--- src/hw/oscen_defines.svh ---
// Register offsets, field positions, reset values and wait counts of the oscillator control
`ifndef OSCEN_DEFINES_SVH
`define OSCEN_DEFINES_SVH

// Register offsets (word index on the plain register port)
`define OSCEN_ADDR_CTL      4'h0
`define OSCEN_ADDR_FREQ     4'h1
`define OSCEN_ADDR_WCE      4'h2
`define OSCEN_ADDR_SRC      4'h3
`define OSCEN_ADDR_STAT     4'h4

// Control register fields
`define OSCEN_CTL_IEN       0
`define OSCEN_CTL_LEN       1
`define OSCEN_CTL_HEN       2
`define OSCEN_CTL_IWT_LO    4
`define OSCEN_CTL_IWT_HI    5
`define OSCEN_CTL_HWT_LO    6
`define OSCEN_CTL_HWT_HI    7

// Frequency register field
`define OSCEN_FREQ_LO       0
`define OSCEN_FREQ_HI       1

// Wait-enable register fields
`define OSCEN_WCE_LWE       0
`define OSCEN_WCE_HWE       1

// Source register field
`define OSCEN_SRC_LO        0
`define OSCEN_SRC_HI        1

// Status register fields
`define OSCEN_STAT_IRUN     0
`define OSCEN_STAT_LRUN     1
`define OSCEN_STAT_HRUN     2
`define OSCEN_STAT_IRDY     4
`define OSCEN_STAT_LRDY     5
`define OSCEN_STAT_HRDY     6
`define OSCEN_STAT_SRDY     8

// Reset values
`define OSCEN_IEN_RST       1'h1
`define OSCEN_LEN_RST       1'h0
`define OSCEN_HEN_RST       1'h0
`define OSCEN_FREQ_RST      2'h1
`define OSCEN_IWT_RST       2'h0
`define OSCEN_HWT_RST       2'h0
`define OSCEN_LWE_RST       1'h1
`define OSCEN_HWE_RST       1'h1
`define OSCEN_SRC_RST       2'h0

// Source encodings
`define OSCEN_SRC_INT       2'h0
`define OSCEN_SRC_LOW       2'h1
`define OSCEN_SRC_HIGH      2'h2
`define OSCEN_SRC_RSVD      2'h3

// Stabilization counts in oscillator cycles
`define OSCEN_IWAIT_0       11'h040
`define OSCEN_IWAIT_1       11'h020
`define OSCEN_IWAIT_2       11'h010
`define OSCEN_IWAIT_3       11'h008
`define OSCEN_HWAIT_0       11'h400
`define OSCEN_HWAIT_1       11'h200
`define OSCEN_HWAIT_2       11'h100
`define OSCEN_HWAIT_3       11'h080
`define OSCEN_LWAIT         11'h100

`endif

--- src/hw/oscen_pkg.sv ---
// Types shared by the oscillator control modules
package oscen_pkg;
    typedef logic [1:0]  oscen_sel_t;
    typedef logic [3:0]  oscen_addr_t;
    typedef logic [15:0] oscen_word_t;
    typedef logic [10:0] oscen_count_t;
endpackage : oscen_pkg

--- src/hw/oscen_ctrl.sv ---
// Oscillator enable, stabilization and system clock source control
//
// Operation
// - After initial reset the internal oscillator is the system clock source.
// - Two-bit frequency select: 3=2, 2=4, 1=12, 0=8 MHz; resets to 1.
// - Internal oscillator enable bit runs the oscillator; resets to 1.
// - Internal oscillator stops during sleep whatever its enable bit says.
// - Sleep exit forces internal oscillator on and selects it as source.
// - Internal clock gated until 8/16/32/64 own cycles; select resets to 0.
// - High-speed oscillator enable bit runs it; resets to 0.
// - High-speed oscillator stops during sleep regardless of its enable.
// - High-speed clock gated until 128/256/512/1024 cycles; select resets to 0.
// - High-speed wait enable resets to 1; clearing it passes the clock at once.
// - Low-speed oscillator enable bit runs it; resets to 0.
// - Low-speed oscillator stops during sleep regardless of its enable.
// - Low-speed clock gated until 256 of its own cycles complete.
// - Low-speed wait enable resets to 1; clearing it bypasses the gating.
// - Build parameter includes or omits the high-speed oscillator.
// - Source writes naming an oscillator whose enable bit is clear are ignored.
// - The oscillator selected as source cannot be disabled.
//
// The address map and the plain strobed port were left to the implementer.
`timescale 1ns/1ps
`default_nettype none
`include "oscen_defines.svh"
module oscen_ctrl
    import oscen_pkg::*;
#(
    parameter bit HS_PRESENT = 1'b1
) (
    input  wire logic        sys_clk,
    input  wire logic        reset_n,
    input  wire oscen_addr_t reg_addr,
    input  wire oscen_word_t reg_wdata,
    input  wire logic        reg_wr,
    input  wire logic        reg_rd,
    output var  oscen_word_t reg_rdata,
    input  wire logic        sleep_mode,
    input  wire logic        internal_rc_osc_clk,
    input  wire logic        lowspeed_crystal_osc_clk,
    input  wire logic        highspeed_resonator_osc_clk,
    output var  logic        internal_osc_run,
    output var  logic        lowspeed_osc_run,
    output var  logic        highspeed_osc_run,
    output var  oscen_sel_t  internal_freq_select,
    output logic             internal_clk_ready,
    output logic             lowspeed_clk_ready,
    output logic             highspeed_clk_ready,
    output var  oscen_sel_t  sysclk_source_select,
    output var  logic        sysclk_ready
);

    function automatic logic addr_hit(input oscen_addr_t a, input oscen_addr_t b);
        addr_hit = (a == b);
    endfunction : addr_hit

    function automatic oscen_count_t internal_wait_cycles(input oscen_sel_t sel);
        case (sel)
            2'h3:    internal_wait_cycles = `OSCEN_IWAIT_3;
            2'h2:    internal_wait_cycles = `OSCEN_IWAIT_2;
            2'h1:    internal_wait_cycles = `OSCEN_IWAIT_1;
            default: internal_wait_cycles = `OSCEN_IWAIT_0;
        endcase
    endfunction : internal_wait_cycles

    function automatic oscen_count_t highspeed_wait_cycles(input oscen_sel_t sel);
        case (sel)
            2'h3:    highspeed_wait_cycles = `OSCEN_HWAIT_3;
            2'h2:    highspeed_wait_cycles = `OSCEN_HWAIT_2;
            2'h1:    highspeed_wait_cycles = `OSCEN_HWAIT_1;
            default: highspeed_wait_cycles = `OSCEN_HWAIT_0;
        endcase
    endfunction : highspeed_wait_cycles

    logic        internal_osc_enable_r;
    logic        lowspeed_osc_enable_r;
    logic        highspeed_osc_enable_r;
    oscen_sel_t  internal_wait_select_r;
    oscen_sel_t  highspeed_wait_select_r;
    logic        lowspeed_wait_enable_r;
    logic        highspeed_wait_enable_r;
    logic        sleep_d_r;
    logic        sleep_exit;
    logic        wr_ctl;
    logic        wr_freq;
    logic        wr_wce;
    logic        wr_src;
    oscen_sel_t  src_req;
    logic        src_allowed;
    logic        internal_tick;
    logic        lowspeed_tick;
    oscen_word_t stat_word;
    oscen_word_t rd_mux;

    assign wr_ctl  = reg_wr & addr_hit(reg_addr, `OSCEN_ADDR_CTL);
    assign wr_freq = reg_wr & addr_hit(reg_addr, `OSCEN_ADDR_FREQ);
    assign wr_wce  = reg_wr & addr_hit(reg_addr, `OSCEN_ADDR_WCE);
    assign wr_src  = reg_wr & addr_hit(reg_addr, `OSCEN_ADDR_SRC);
    assign src_req = reg_wdata[`OSCEN_SRC_HI:`OSCEN_SRC_LO];

    // Sleep release detect; sleep_mode comes from logic on sys_clk
    always_ff @(posedge sys_clk) begin
        if (!reset_n) begin
            sleep_d_r <= 1'b0;
        end else begin
            sleep_d_r <= sleep_mode;
        end
    end

    assign sleep_exit = sleep_d_r & ~sleep_mode;

    always_ff @(posedge sys_clk) begin
        if (!reset_n) begin
            internal_osc_enable_r <= `OSCEN_IEN_RST;
        end else if (sleep_exit) begin
            internal_osc_enable_r <= 1'b1;
        end else if (wr_ctl) begin
            internal_osc_enable_r <= reg_wdata[`OSCEN_CTL_IEN] |
                (sysclk_source_select == `OSCEN_SRC_INT);
        end
    end

    // Low-speed oscillator enable
    always_ff @(posedge sys_clk) begin
        if (!reset_n) begin
            lowspeed_osc_enable_r <= `OSCEN_LEN_RST;
        end else if (wr_ctl && !sleep_exit) begin
            lowspeed_osc_enable_r <= reg_wdata[`OSCEN_CTL_LEN] |
                (sysclk_source_select == `OSCEN_SRC_LOW);
        end
    end

    // High-speed oscillator enable, absent in builds without it
    always_ff @(posedge sys_clk) begin
        if (!reset_n) begin
            highspeed_osc_enable_r <= `OSCEN_HEN_RST;
        end else if (wr_ctl && !sleep_exit) begin
            highspeed_osc_enable_r <= HS_PRESENT & (reg_wdata[`OSCEN_CTL_HEN] |
                (sysclk_source_select == `OSCEN_SRC_HIGH));
        end
    end

    // Wait time selects
    always_ff @(posedge sys_clk) begin
        if (!reset_n) begin
            internal_wait_select_r  <= `OSCEN_IWT_RST;
            highspeed_wait_select_r <= `OSCEN_HWT_RST;
        end else if (wr_ctl) begin
            internal_wait_select_r  <= reg_wdata[`OSCEN_CTL_IWT_HI:`OSCEN_CTL_IWT_LO];
            highspeed_wait_select_r <= HS_PRESENT ?
                reg_wdata[`OSCEN_CTL_HWT_HI:`OSCEN_CTL_HWT_LO] : `OSCEN_HWT_RST;
        end
    end

    // Internal frequency select
    always_ff @(posedge sys_clk) begin
        if (!reset_n) begin
            internal_freq_select <= `OSCEN_FREQ_RST;
        end else if (wr_freq) begin
            internal_freq_select <= reg_wdata[`OSCEN_FREQ_HI:`OSCEN_FREQ_LO];
        end
    end

    // Wait-enable bits
    always_ff @(posedge sys_clk) begin
        if (!reset_n) begin
            lowspeed_wait_enable_r  <= `OSCEN_LWE_RST;
            highspeed_wait_enable_r <= `OSCEN_HWE_RST;
        end else if (wr_wce) begin
            lowspeed_wait_enable_r  <= reg_wdata[`OSCEN_WCE_LWE];
            highspeed_wait_enable_r <= reg_wdata[`OSCEN_WCE_HWE] | ~HS_PRESENT;
        end
    end

    always_comb begin
        case (src_req)
            `OSCEN_SRC_INT:  src_allowed = internal_osc_enable_r;
            `OSCEN_SRC_LOW:  src_allowed = lowspeed_osc_enable_r;
            `OSCEN_SRC_HIGH: src_allowed = HS_PRESENT & highspeed_osc_enable_r;
            default:         src_allowed = 1'b0;
        endcase
    end

    // System clock source select
    always_ff @(posedge sys_clk) begin
        if (!reset_n) begin
            sysclk_source_select <= `OSCEN_SRC_RST;
        end else if (sleep_exit) begin
            sysclk_source_select <= `OSCEN_SRC_INT;
        end else if (wr_src && src_allowed) begin
            sysclk_source_select <= src_req;
        end
    end

    always_ff @(posedge sys_clk) begin
        if (!reset_n) begin
            internal_osc_run  <= 1'b0;
            lowspeed_osc_run  <= 1'b0;
            highspeed_osc_run <= 1'b0;
        end else begin
            internal_osc_run  <= internal_osc_enable_r & ~sleep_mode;
            lowspeed_osc_run  <= lowspeed_osc_enable_r & ~sleep_mode;
            highspeed_osc_run <= highspeed_osc_enable_r & ~sleep_mode;
        end
    end

    oscen_sync u_internal_sync (
        .sys_clk  (sys_clk),
        .reset_n  (reset_n),
        .async_in (internal_rc_osc_clk),
        .tick     (internal_tick)
    );

    oscen_stab u_internal_stab (
        .sys_clk  (sys_clk),
        .reset_n  (reset_n),
        .run      (internal_osc_run),
        .tick     (internal_tick),
        .wait_en  (1'b1),
        .target   (internal_wait_cycles(internal_wait_select_r)),
        .ready    (internal_clk_ready)
    );

    oscen_sync u_lowspeed_sync (
        .sys_clk  (sys_clk),
        .reset_n  (reset_n),
        .async_in (lowspeed_crystal_osc_clk),
        .tick     (lowspeed_tick)
    );

    oscen_stab u_lowspeed_stab (
        .sys_clk  (sys_clk),
        .reset_n  (reset_n),
        .run      (lowspeed_osc_run),
        .tick     (lowspeed_tick),
        .wait_en  (lowspeed_wait_enable_r),
        .target   (`OSCEN_LWAIT),
        .ready    (lowspeed_clk_ready)
    );

    // High-speed path exists only when built in
    generate
        if (HS_PRESENT) begin : g_highspeed
            logic highspeed_tick;

            oscen_sync u_highspeed_sync (
                .sys_clk  (sys_clk),
                .reset_n  (reset_n),
                .async_in (highspeed_resonator_osc_clk),
                .tick     (highspeed_tick)
            );

            oscen_stab u_highspeed_stab (
                .sys_clk  (sys_clk),
                .reset_n  (reset_n),
                .run      (highspeed_osc_run),
                .tick     (highspeed_tick),
                .wait_en  (highspeed_wait_enable_r),
                .target   (highspeed_wait_cycles(highspeed_wait_select_r)),
                .ready    (highspeed_clk_ready)
            );
        end else begin : g_no_highspeed
            always_ff @(posedge sys_clk) begin
                highspeed_clk_ready <= 1'b0;
            end
        end
    endgenerate

    always_ff @(posedge sys_clk) begin
        if (!reset_n) begin
            sysclk_ready <= 1'b0;
        end else begin
            case (sysclk_source_select)
                `OSCEN_SRC_INT:  sysclk_ready <= internal_clk_ready;
                `OSCEN_SRC_LOW:  sysclk_ready <= lowspeed_clk_ready;
                `OSCEN_SRC_HIGH: sysclk_ready <= highspeed_clk_ready;
                default:         sysclk_ready <= 1'b0;
            endcase
        end
    end

    // Status word
    always_comb begin
        stat_word                     = '0;
        stat_word[`OSCEN_STAT_IRUN]   = internal_osc_run;
        stat_word[`OSCEN_STAT_LRUN]   = lowspeed_osc_run;
        stat_word[`OSCEN_STAT_HRUN]   = highspeed_osc_run;
        stat_word[`OSCEN_STAT_IRDY]   = internal_clk_ready;
        stat_word[`OSCEN_STAT_LRDY]   = lowspeed_clk_ready;
        stat_word[`OSCEN_STAT_HRDY]   = highspeed_clk_ready;
        stat_word[`OSCEN_STAT_SRDY]   = sysclk_ready;
    end

    // Read decode; unmapped offsets read zero
    always_comb begin
        rd_mux = '0;
        if (addr_hit(reg_addr, `OSCEN_ADDR_CTL)) begin
            rd_mux[`OSCEN_CTL_IEN]                     = internal_osc_enable_r;
            rd_mux[`OSCEN_CTL_LEN]                     = lowspeed_osc_enable_r;
            rd_mux[`OSCEN_CTL_HEN]                     = highspeed_osc_enable_r;
            rd_mux[`OSCEN_CTL_IWT_HI:`OSCEN_CTL_IWT_LO] = internal_wait_select_r;
            rd_mux[`OSCEN_CTL_HWT_HI:`OSCEN_CTL_HWT_LO] = highspeed_wait_select_r;
        end else if (addr_hit(reg_addr, `OSCEN_ADDR_FREQ)) begin
            rd_mux[`OSCEN_FREQ_HI:`OSCEN_FREQ_LO] = internal_freq_select;
        end else if (addr_hit(reg_addr, `OSCEN_ADDR_WCE)) begin
            rd_mux[`OSCEN_WCE_LWE] = lowspeed_wait_enable_r;
            rd_mux[`OSCEN_WCE_HWE] = highspeed_wait_enable_r;
        end else if (addr_hit(reg_addr, `OSCEN_ADDR_SRC)) begin
            rd_mux[`OSCEN_SRC_HI:`OSCEN_SRC_LO] = sysclk_source_select;
        end else if (addr_hit(reg_addr, `OSCEN_ADDR_STAT)) begin
            rd_mux = stat_word;
        end
    end

    always_ff @(posedge sys_clk) begin
        if (!reset_n) begin
            reg_rdata <= '0;
        end else if (reg_rd) begin
            reg_rdata <= rd_mux;
        end else begin
            reg_rdata <= '0;
        end
    end

endmodule : oscen_ctrl
`default_nettype wire

--- src/hw/oscen_sync.sv ---
// Two-flop synchroniser with rising-edge pulse for an oscillator clock pin
`timescale 1ns/1ps
`default_nettype none
module oscen_sync (
    input  wire logic sys_clk,
    input  wire logic reset_n,
    input  wire logic async_in,
    output var  logic tick
);
    logic meta_r;
    logic sync_r;
    logic last_r;

    always_ff @(posedge sys_clk) begin
        if (!reset_n) begin
            meta_r <= 1'b0;
            sync_r <= 1'b0;
            last_r <= 1'b0;
            tick   <= 1'b0;
        end else begin
            meta_r <= async_in;
            sync_r <= meta_r;
            last_r <= sync_r;
            tick   <= sync_r & ~last_r;
        end
    end
endmodule : oscen_sync
`default_nettype wire

--- src/hw/oscen_stab.sv ---
// Stabilization wait counter gating one oscillator clock
`timescale 1ns/1ps
`default_nettype none
module oscen_stab
    import oscen_pkg::*;
(
    input  wire logic         sys_clk,
    input  wire logic         reset_n,
    input  wire logic         run,
    input  wire logic         tick,
    input  wire logic         wait_en,
    input  wire oscen_count_t target,
    output var  logic         ready
);
    oscen_count_t count_r;

    // Cleared while stopped, restarts from zero on resume
    always_ff @(posedge sys_clk) begin
        if (!reset_n) begin
            count_r <= '0;
        end else if (!run) begin
            count_r <= '0;
        end else if (tick && (count_r < target)) begin
            count_r <= count_r + 11'h001;
        end
    end

    // Clock released when the count completes or waiting is bypassed
    always_ff @(posedge sys_clk) begin
        if (!reset_n) begin
            ready <= 1'b0;
        end else begin
            ready <= run & (~wait_en | (count_r >= target));
        end
    end
endmodule : oscen_stab
`default_nettype wire

--- config.mk ---
export PLATFORM = sky130hd
export DESIGN_NAME = oscen_ctrl
export DESIGN_NICKNAME = d
export VERILOG_FILES = /design/src/hw/oscen_pkg.sv /design/src/hw/oscen_ctrl.sv /design/src/hw/oscen_sync.sv /design/src/hw/oscen_stab.sv
export VERILOG_INCLUDE_DIRS = /design/src /design/src/hw
export SDC_FILE = /design/constraint.sdc
export NUM_CORES = 1
export LEC_CHECK = 0
export BUFFER_PORTS_ARGS = -buffer_cell sky130_fd_sc_hd__buf_4
export CORE_ASPECT_RATIO = 0.75
export CORE_MARGIN = 1
export CORE_UTILIZATION = 33
export CTS_BUF_LIST = sky130_fd_sc_hd__clkbuf_4 sky130_fd_sc_hd__clkbuf_8
export DETAILED_ROUTE_END_ITERATION = 10
export PLACE_DENSITY_LB_ADDON = 0.15
export RECOVER_POWER = 100
export SYNTH_ARGS = -nofsm -noshare
export SYNTH_HDL_FRONTEND = slang
export SYNTH_SLANG_ARGS = --single-unit
--- constraint.sdc ---
create_clock -name sys_clk -period 5.48 [get_ports sys_clk]
set_clock_uncertainty 0.05 [all_clocks]
set_input_delay 0.274 -clock sys_clk [delete_from_list [all_inputs] [get_ports sys_clk]]
set_output_delay 0.274 -clock sys_clk [all_outputs]
set_load 0.01 [all_outputs]
# Yosys cells after proc, flatten, opt, wreduce, memory -nomap -nowiden
# Cells that the tools add are included.
# Widths: inputs -> output; s select.
dict set report totals {
  out_inout_bits 27
  mem_bits_rw 0
  memories 0
  latch_bits 0
  in_bits 28
  regBits 82
  rom_bits 0
}
dict set report op_classes {
  n_reduce_logical 16
  n_eq_ne 14
  addsub 3
  shift 0
  magnitude_cmp 6
  mux 13
  n_bitwise 28
  multipliers 0
  div 0
}
# operator n
set op_table {}
lappend op_table {{$add 11x1->11 const B} 3}
lappend op_table {{$pmux 11 s3} 1}
lappend op_table {{$pmux 7 s3} 1}
lappend op_table {{$mux 6} 3}
lappend op_table {{$and 1x1->1} 14}
lappend op_table {{$eq 2x2->1 const B} 6}
lappend op_table {{$ge 11x11->1} 1}
lappend op_table {{$ge 11x7->1} 1}
lappend op_table {{$ge 11x9->1 const B} 1}
lappend op_table {{$lt 11x11->1} 1}
lappend op_table {{$lt 11x7->1} 1}
lappend op_table {{$lt 11x9->1 const B} 1}
lappend op_table {{$not 1->1} 9}
lappend op_table {{$eq 2x1->1 const B} 4}
lappend op_table {{$eq 4x2->1 const B} 2}
lappend op_table {{$reduce_and 2->1} 4}
lappend op_table {{$mux 7} 1}
lappend op_table {{$reduce_or 7->1} 1}
lappend op_table {{$mux 2} 3}
lappend op_table {{$pmux 1 s3} 2}
lappend op_table {{$reduce_or 6->1} 1}
lappend op_table {{$logic_and 1x1->1} 5}
lappend op_table {{$or 1x1->1} 5}
lappend op_table {{$eq 4x1->1 const B} 1}
lappend op_table {{other kinds (7)} 8}

# Longest topological paths before layout
# Gate-level depths: netlist of the first run.
dict set report logic_depth {
  word_depth 6
  mapped_depth 7
}

# By module
# From an unflattened synthesis of the first run, not the netlist that was laid out.
dict set report hier_totals {
  cells_unflattened 478
  area_unflattened_um2 4240.3
}
# mod n_inst area_per_inst_um2 cells_per_inst seq_area_each_um2
set by_module_without_submodules {}
lappend by_module_without_submodules {{oscen_stab (u_internal_stab ...)} 2 914.6 107 240.2}
lappend by_module_without_submodules {oscen_ctrl 1 1213.7 133 520.5}
lappend by_module_without_submodules {{oscen_stab (g_highspeed.u_highspeed_stab)} 1 863.3 107 240.2}
lappend by_module_without_submodules {oscen_sync 3 111.4 8 80.1}

# Worst setup path before layout of the first run
# OpenSTA, ideal clock, no wires.
dict set report synth_timing {
  path_type {register to register}
  from {register internal_wait_select_r[1]}
  to {register u_internal_stab.count_r[4]}
  synth_period_minus_slack_ps 2291
  slack_ps 3189
  t_arrival_ps 2171
  stages_incl_launch_ff 7
  t_required_ps 5360
  path_cell_list {dfxtp_1 -> or2_2 -> ha_1 -> a211o_1 -> nor4b_4 -> or4b_1 -> a21oi_1}
}
dict set report synth_between {
  elab_chain_len 4
  word_cells_on_any_way 6
  cone_classes {1 x order compare; 3 x eq/ne; 1 x mux; 1 x reduce/logical}
}
# item line_no
set synth_rtl {}
lappend synth_rtl {{start: declaration} oscen_ctrl.sv:78} ;# oscen_sel_t internal_wait_select_r;
lappend synth_rtl {{start signal: assignment} oscen_ctrl.sv:146} ;# internal_wait_select_r <= `OSCEN_IWT_RST;
lappend synth_rtl {{start signal: assignment} oscen_ctrl.sv:149} ;# internal_wait_select_r <= reg_wdata[`OSCEN_CTL_IWT_HI:`OSCEN_CTL_IWT_LO];
lappend synth_rtl {{$eq 2x1->1 or $eq 2x2->1 (tied branches)} oscen_ctrl.sv:58} ;# case (sel)
lappend synth_rtl {{$pmux 7 s3 *} oscen_ctrl.sv:58}
lappend synth_rtl {{$lt 11x7->1 *} oscen_stab.sv:23} ;# end else if (tick && (count_r < target)) begin
lappend synth_rtl {{$logic_and 1x1->1 *} oscen_stab.sv:23}
lappend synth_rtl {{end signal: assignment} oscen_stab.sv:24} ;# count_r <= count_r + 11'h001;
lappend synth_rtl {{end: declaration} oscen_stab.sv:15} ;# oscen_count_t count_r;
# Mark *: on every way between the ends. The rest lies on a longest branch, timed or not.
# A chain may end at the register's enable or synchronous reset.

# Final worst setup path of the first run
# Ends and elaborated chain as after synthesis.

==> results of run 1 <==
-- synth_stat cells (all sizes together) (8+ instances only) --
master / count / area share [%]
buf: 8 / 1.8
nand3: 25 / 3.7
clkbuf: 12 / 1.3
ha: 14 / 5.2
nor2: 25 / 2.8
dfxtp: 74 / 44
a21oi: 18 / 2.7
and2: 18 / 3.4
and3: 9 / 1.7
inv: 12 / 1.3
nand2: 36 / 4.0
mux2i: 8 / 2.4
-- layout make-up --
class	count	area share [%]
Clock buffer	10	3.54
Tap cell	132	4.25
Inverter	12	1.16
Sequential cell	74	38.1
Multi-Input combinational cell	270	44.4
Timing Repair Buffer	39	5.60
Clock inverter	6	2.93
-- logic make-up after synthesis --
kind of cell	share of synthesized area [%]
multiplexers	3.06
AND/OR/NAND/NOR	27.6
AO/OA/AOI/OAI	14.0
other	0.112
XOR/XNOR	1.31
flip-flops	44.2
adder cells (fa/ha/maj)	5.23
buffers and inverters	4.48
-- metrics by stage --
stage | util (%) | cells | power, µW
global route | 39.7 | 543 | 1170
detailed placement | 38.1 | 527 | 610
floorplan | - | 376 | 592
finish | 39.7 | 543 | 1120
global placement | 38.1 | 527 | 610
CTS | 40.7 | 543 | 1140
-- worst max-delay path, stage by stage, from the launching register on --
cell and delay [ns]:
dfxtp_1 0.36, or2_2 0.31, ha_1 0.31, a211o_1 0.31, nor4b_1 1.06, or4b_1 0.50, a21oi_1 0.15
-- flip-flops by register name, indices dropped and copies added (netlist names), 2 cells and up --
name,cells
sysclk_source_select,2
u_internal_stab.count_r,11
internal_freq_select,2
g_highspeed.u_highspeed_stab.count_r,11
highspeed_wait_select_r,2
u_lowspeed_stab.count_r,11
reg_rdata,8
internal_wait_select_r,2
-- power groups by stage --
stage | clock network (µW) | registers, µW | logic (µW)
global route | 563 | 549 | 54.1
CTS | 541 | 548 | 50.0
floorplan | 0 | 558 | 33.3
global placement | 0 | 560 | 49.4
detailed placement | 0 | 560 | 49.8
finish | 527 | 548 | 48.5
-- final timing paths --
kind	from	endpoint	slack, ns
setup reg to reg	internal_wait_select_r[1]	u_internal_stab.count_r[4]	2.35
hold reg to reg	g_highspeed.u_highspeed_sync.last_r	g_highspeed.u_highspeed_sync.tick	0.33
hold / removal	lowspeed_crystal_osc_clk	u_lowspeed_sync.meta_r	0.07
setup / recovery	internal_wait_select_r[1]	u_internal_stab.count_r[4]	2.35
-- metal layers --
layer  vias up  track usage [%]  share of wire (%)
met5         -                0                  0
met1      1259             23.5                 55
li1       1389                -                  -
met4         0             6.53                1.2
met3         8             4.66                5.9
met2        73             20.5                 38
==> out/qor.csv, run 1 <==
stage,metric,value,unit
sta,Worst-Margin Slew,1.65,ns
place,DP Wirelength,5.65,mm
cts,CTS Buffer Depth,2,
cts,H-tree depth,3,
outcome,run status,"finished, violations left",
pwr,P_int,879,µW
flow_run,Max Cap Viol,1,
detailed_routing,vias per inst,5.03,
cts,Clock transition at path regs,0.08,ns
synth,#FFs+latches synth,74,
floorplanning,Die ar.,10600,µm²
synth,Unique masters post-synth,53,
final_layout,multi-input logic area,1720,µm²
floorplanning,io pins,55,
pwr,switching share of power,21.7,%
global_routing,largest net degree at the start of global routing,42,
detailed_routing,Detailed Routing Iterations Pass 1,4,
sta,Sum Neg Setup Slack,0,ns
global_routing,global-route wire length before repair,12.8,mm
pwr,Max VDD drop,0.000140,V
global_routing,all-layer global routing usage,15.8,%
min_path,Hold Path Stages,2,
global_routing,antenna violations before repair,0,
synth,post-synthesis cell area,3350,µm²
floorplanning,CORE AREA,9770,µm²
place,Buffers on Ports,37,
final_layout,Layout fillers,1022,
pwr,static leakage,0.00143,µW
floorplanning,initial core utilization,34.3,%
final_layout,layout cells sized above 1,10.9,%
detailed_routing,via count,2729,
pwr,Flop pwr share,48.8,%
final_layout,Final Instance Area,3880,µm²
final_layout,antenna cell count,0,
synth,sequential-to-total area share from yosys stat,44.2,%
sta,max-slew violation count,42,
synth,top_reg_cell synth,dfxtp_1,
cts,Post-CTS Setup Bufs,0,
detailed_routing,final antenna-violating net count,0,
cts,hold_buf cts,0,
critical_path,CP Class,flop to flop,
sta,unrepaired setup endpoints after global routing,no,
detailed_routing,initial DRC count,112,
min_path,HP Class,primary input to flop,
synth,Mapped Cells,369,
cts,Sink Count,74,
final_layout,fin nets,448,
cts,Clock Latency Late Sink,0.36,ns
critical_path,crit end category,flop,
global_routing,vias in the first global route,2485,
synth,Avg Inst Size Synth,9.07,µm²
floorplanning,row count,31,
critical_path,Worst setup SP type,flop,
sta,Hold Worst Slack,0.0721,ns
sta,final hold viol count,0,
critical_path,WP data required,5.71,ns
outcome,violations in the final reports,"capacitance limit, slew limit",
cts,clock root cell,clkbuf_8,
cts,total CTS buffers,9,
detailed_routing,drt total wl,7.89,mm
pwr,pwr dens,289,nW/µm²
synth,asr flop ratio synth,0,%
synth,"EDFF count, synth",0,
place,pre-CTS WS,2.99,ns
sta,Worst Slack Setup Final,2.35,ns
pwr,Switch Pwr,244,µW
critical_path,Reg2Reg Depth,6,
place,routability cong.,0.758,
synth,yosys warns,0,
floorplanning,Die X-Extent,118,µm
critical_path,critical path arrival,3.36,ns
final_layout,Layout area overhead,16.0,%
global_routing,GRT Residual Overflow,0,
cts,CTS tree,built,
sta,fmax,0.319,GHz
detailed_routing,DRC,0,
final_layout,"commonest non-fill, non-tap cells in the layout","dfxtp_1 (74), nand2_1 (36), nor2_1 (25), nand3_1 (25), clkbuf_1 (20)",
sta,Final Cycle Share,57.2,%
pwr,Comb pwr share,4.3,%
pwr,Clock Power Share,46.9,%
detailed_routing,WL/cell,14.5,µm
cts,# resized after CTS,0,
sta,slew margin rel.,-10.1,%
place,dpl cell area,3730,µm²
floorplanning,Die Y,89.2,µm
final_layout,"commonest non-fill, non-tap cell in the layout",dfxtp_1,
critical_path,CP Max Fanout,8,
final_layout,FF/Latch Area,1480,µm²
sta,final setup vio count,0,
sta,minimum clock period,3.13,ns
No activity file was read; power rests on OpenSTA's default activity.
==> inputs of run 2 (changes only) <==
- ABC_AREA: unset -> 1
- clock period: 5.48 -> 3.3 ns (I/O delays scaled with it)
==> run 2 against run 1 <==
The flow now finishes without violations. Critical path depth increased by 2. Total power increased by 45%. First-iteration DRC count grew 66%. Wire length shrank 0.16%.
==> out/qor.csv, run 2 <==
stage,metric,value,unit,change
outcome,run status,"finished, final reports clean",,"was finished, violations left"
cts,hold_buf cts,4,,was 0
global_routing,largest net degree at the start of global routing,28,,was 42
synth,area share of the largest cell type after synthesis,41.8,%,was 44.2%
critical_path,critical path arrival,2.44,ns,was 3.36 ns
cts,clock root cell,clkbuf_8,,unchanged
critical_path,crit-path max cell delay,0.46,ns,was 1.06 ns
global_routing,vias in the first global route,2804,,was 2485
final_layout,antenna cell count,0,,unchanged
final_layout,"commonest non-fill, non-tap cells in the layout","nand2_1 (122), dfxtp_1 (74), inv_1 (71)",,"was dfxtp_1 (74), nand2_1 (36), nor2_1 (25), nand3_1 (25), clkbuf_1 (20)"
final_layout,Largest regs,"g_highspeed.u_highspeed_stab.count_r: 11 flops, u_internal_stab.count_r: 11 flops, u_lowspeed_stab.count_r: 11 flops",,unchanged
synth,Unique masters post-synth,38,,was 53
global_routing,global-route wire length before repair,13.4,mm,was 12.8 mm
pwr,static leakage,0.00178,µW,was 0.00143 µW
detailed_routing,final antenna-violating net count,0,,unchanged
cts,Clock transition at path regs,0.08,ns,about the same
synth,compound-gate portion of the synthesized area,10.3,%,was 14.0%
synth,mux cell area share after synthesis,0,%,was 3.06%
critical_path,slowest CP cell,inv_1,,was nor4b_1
floorplanning,row count,32,,was 31
synth,fraction of the mapped netlist area in adder cells,4.95,%,was 5.23%
floorplanning,Die X-Extent,122,µm,was 118 µm
synth,sequential-to-total area share from yosys stat,41.8,%,was 44.2%
critical_path,"Critical Path, Cell by Cell","inv_1, nand2_1, ha_1, a21oi_1, nand3_1, inv_1, nand2_1, a21oi_1",,"was or2_2, ha_1, a211o_1, nor4b_1, or4b_1, a21oi_1"
detailed_routing,met2 WL post-DR,3.21,mm,was 2.99 mm
synth,#FFs+latches synth,74,,unchanged
floorplanning,Die Y,91.7,µm,was 89.2 µm
synth,Synth area leaders,"dfxtp_1 (42%), nand2_1 (13%), inv_1 (7.2%), a21oi_1 (5.7%), ha_1 (4.9%)",,"was dfxtp_1 (44%), ha_1 (5.2%), nand2_1 (4.0%), nand3_1 (3.7%), and2_1 (3.2%)"
sta,unrepaired setup endpoints after global routing,no,,unchanged
synth,simple-gate area share of the yosys netlist,29.8,%,was 27.6%
cts,H-tree depth,3,,unchanged
global_routing,GRT Residual Overflow,0,,unchanged
final_layout,Final Instance Area,3940,µm²,was 3880 µm²
cts,CTS Buffer Depth,2,,unchanged
detailed_routing,WL/cell,11.9,µm,was 14.5 µm
critical_path,worst reg-to-reg setup slack,1.08,ns,was 2.35 ns
critical_path,CP Class,flop to flop,,unchanged
synth,yosys warns,0,,unchanged
detailed_routing,DR WL met3,471,µm,was 463 µm
pwr,Max VDD drop,0.000158,V,was 0.000140 V
sta,final setup vio count,0,,unchanged
synth,Post-synth top cells,"nand2_1 (121), dfxtp_1 (74), inv_1 (68), a21oi_1 (40), nor2_1 (39)",,"was dfxtp_1 (74), nand2_1 (36), nand3_1 (25), nor2_1 (25), a21oi_1 (18)"
place,dpl cell area,3900,µm²,was 3730 µm²
sta,minimum clock period,2.22,ns,was 3.13 ns
floorplanning,Die ar.,11200,µm²,was 10600 µm²
synth,XOR/XNOR Fraction of Synth Area,1.73,%,was 1.31%
cts,Sink Count,74,,unchanged
sta,max-slew violation count,0,,was 42
sta,fmax,0.451,GHz,was 0.319 GHz
synth,largest family of logic cells by synthesized area,simple AND/OR/NAND/NOR gates,,unchanged
final_layout,layout cells sized above 1,8.14,%,was 10.9%
cts,# resized after CTS,0,,unchanged
detailed_routing,drt total wl,7.87,mm,was 7.89 mm
floorplanning,io pins,55,,unchanged
detailed_routing,DRC,0,,unchanged
critical_path,crit end category,flop,,unchanged
synth,Avg Inst Size Synth,7.35,µm²,was 9.07 µm²
place,DP Wirelength,5.88,mm,was 5.65 mm
final_layout,Layout area overhead,11.3,%,was 16.0%
synth,asr flop ratio synth,0,%,unchanged
cts,Clock Latency Late Sink,0.35,ns,was 0.36 ns
critical_path,Worst setup SP type,flop,,unchanged
detailed_routing,met1 wire length,4.14,mm,was 4.33 mm
global_routing,all-layer global routing usage,15.6,%,was 15.8%
floorplanning,initial core utilization,34.2,%,was 34.3%
place,Buffers on Ports,37,,unchanged
sta,Final Cycle Share,67.2,%,was 57.2%
synth,top-count cell post-synth,nand2_1,,was dfxtp_1
floorplanning,CORE AREA,10400,µm²,was 9770 µm²
critical_path,WP data required,3.52,ns,was 5.71 ns
cts,total CTS buffers,9,,unchanged
detailed_routing,Detailed Routing Iterations Pass 1,4,,unchanged
global_routing,antenna violations before repair,0,,unchanged
synth,"EDFF count, synth",0,,unchanged
cts,CTS tree,built,,unchanged
sta,final hold viol count,0,,unchanged
cts,Post-CTS Setup Bufs,0,,unchanged
flow_run,Max Cap Viol,0,,was 1
final_layout,"commonest non-fill, non-tap cell in the layout",nand2_1,,was dfxtp_1
detailed_routing,via count,3032,,was 2729
sta,slew margin rel.,50.4,%,was -10.1%
final_layout,fin nets,565,,was 448
synth,Synth area leader,dfxtp_1,,unchanged
min_path,HP Class,primary input to flop,,unchanged
sta,Sum Neg Setup Slack,0,ns,unchanged
place,routability cong.,0.835,,was 0.758
detailed_routing,Top Layer Used,met4,,unchanged
detailed_routing,initial DRC count,186,,was 112
sta,Worst Slack Setup Final,1.08,ns,was 2.35 ns
critical_path,CP Max Fanout,12,,was 8
sta,Worst-Margin Slew,0.741,ns,was 1.65 ns
synth,post-synthesis cell area,3540,µm²,was 3350 µm²
place,pre-CTS WS,1.39,ns,was 2.99 ns
synth,top_reg_cell synth,dfxtp_1,,unchanged
synth,Mapped Cells,482,,was 369
detailed_routing,vias per inst,4.57,,was 5.03
pwr,pwr dens,413,nW/µm²,was 289 nW/µm²
run 2: cell count changes in the layout (fill, tap and decap cells not counted), sizes merged, moves of 6 or more:
cell / previous run / this run
nor2: 25 / 48
mux2i: 8 / 0
nand2: 36 / 123
o31ai: 6 / 0
o21ai: 6 / 14
a21oi: 18 / 41
nor2b: 7 / 0
inv: 12 / 74
buf: 19 / 13
and3: 9 / 0
nand2b: 7 / 0
nand3: 25 / 32
and2: 18 / 0
nand4: 6 / 18
run 2: area by class of cell:
| cell class | instances | area [µm²] |
|---|---|---|
| inverter | 75 | 283 |
| timing repair buffer | 41 | 239 |
| clock buffer | 10 | 131 |
| fill | 1129 | 6430 |
| clock inverter | 6 | 42.5 |
| multi-input combinational | 322 | 1600 |
| sequential | 74 | 1480 |
| tap | 136 | 170 |
run 2: layer usage:
metal | GRT usage (%) | vias to the layer above
li1 | - | 1595
met4 | 4.63 | 0
met2 | 21.9 | 50
met1 | 22.4 | 1381
met3 | 4.79 | 6
met5 | 0 | -
run 2: worst max-delay path, delay by kind of cell (launching register included):
family	cells	cell delay, ns
flops	1	0.34
simple gates	3	0.56
buf+inv	2	0.56
fa+ha+maj	1	0.30
compound gates	2	0.30
run 2: logic make-up after synthesis:
family | Yosys count
compound gates | 65
xor+xnor | 7
fa+ha+maj | 14
buf+inv | 93
flops | 74
other cells | 1
simple gates | 228
run 2: worst paths after layout:
kind | from | end | cells after the start
worst min-delay path | reg_wdata[2] | highspeed_osc_enable_r | 3
worst max-delay path | highspeed_wait_select_r[0] | g_highspeed.u_highspeed_stab.count_r[2] | 8
worst min register to register | g_highspeed.u_highspeed_sync.last_r | g_highspeed.u_highspeed_sync.tick | 1
worst max register to register | highspeed_wait_select_r[0] | g_highspeed.u_highspeed_stab.count_r[2] | 8
run 2: through the flow:
stage                     hold WS, ns  total power (µW)  util, %  std cells
after global routing           0.0125              1710     38.0        664
after detailed placement        0.302              1030     37.6        644
after global placement          0.301              1020     37.6        644
after floorplan                 0.187               995        -        489
after CTS                    0.000150              1670     39.7        664
final                          0.0199              1630     38.0        664
run 2: report_power, final:
part           leakage [µW]  internal, µW  switching, µW  total (µW)
clock network     0.0000861           282            349         632
registers          0.000599           903           6.22         909
logic               0.00109          31.2           55.2        86.3
total               0.00178          1220            411        1630
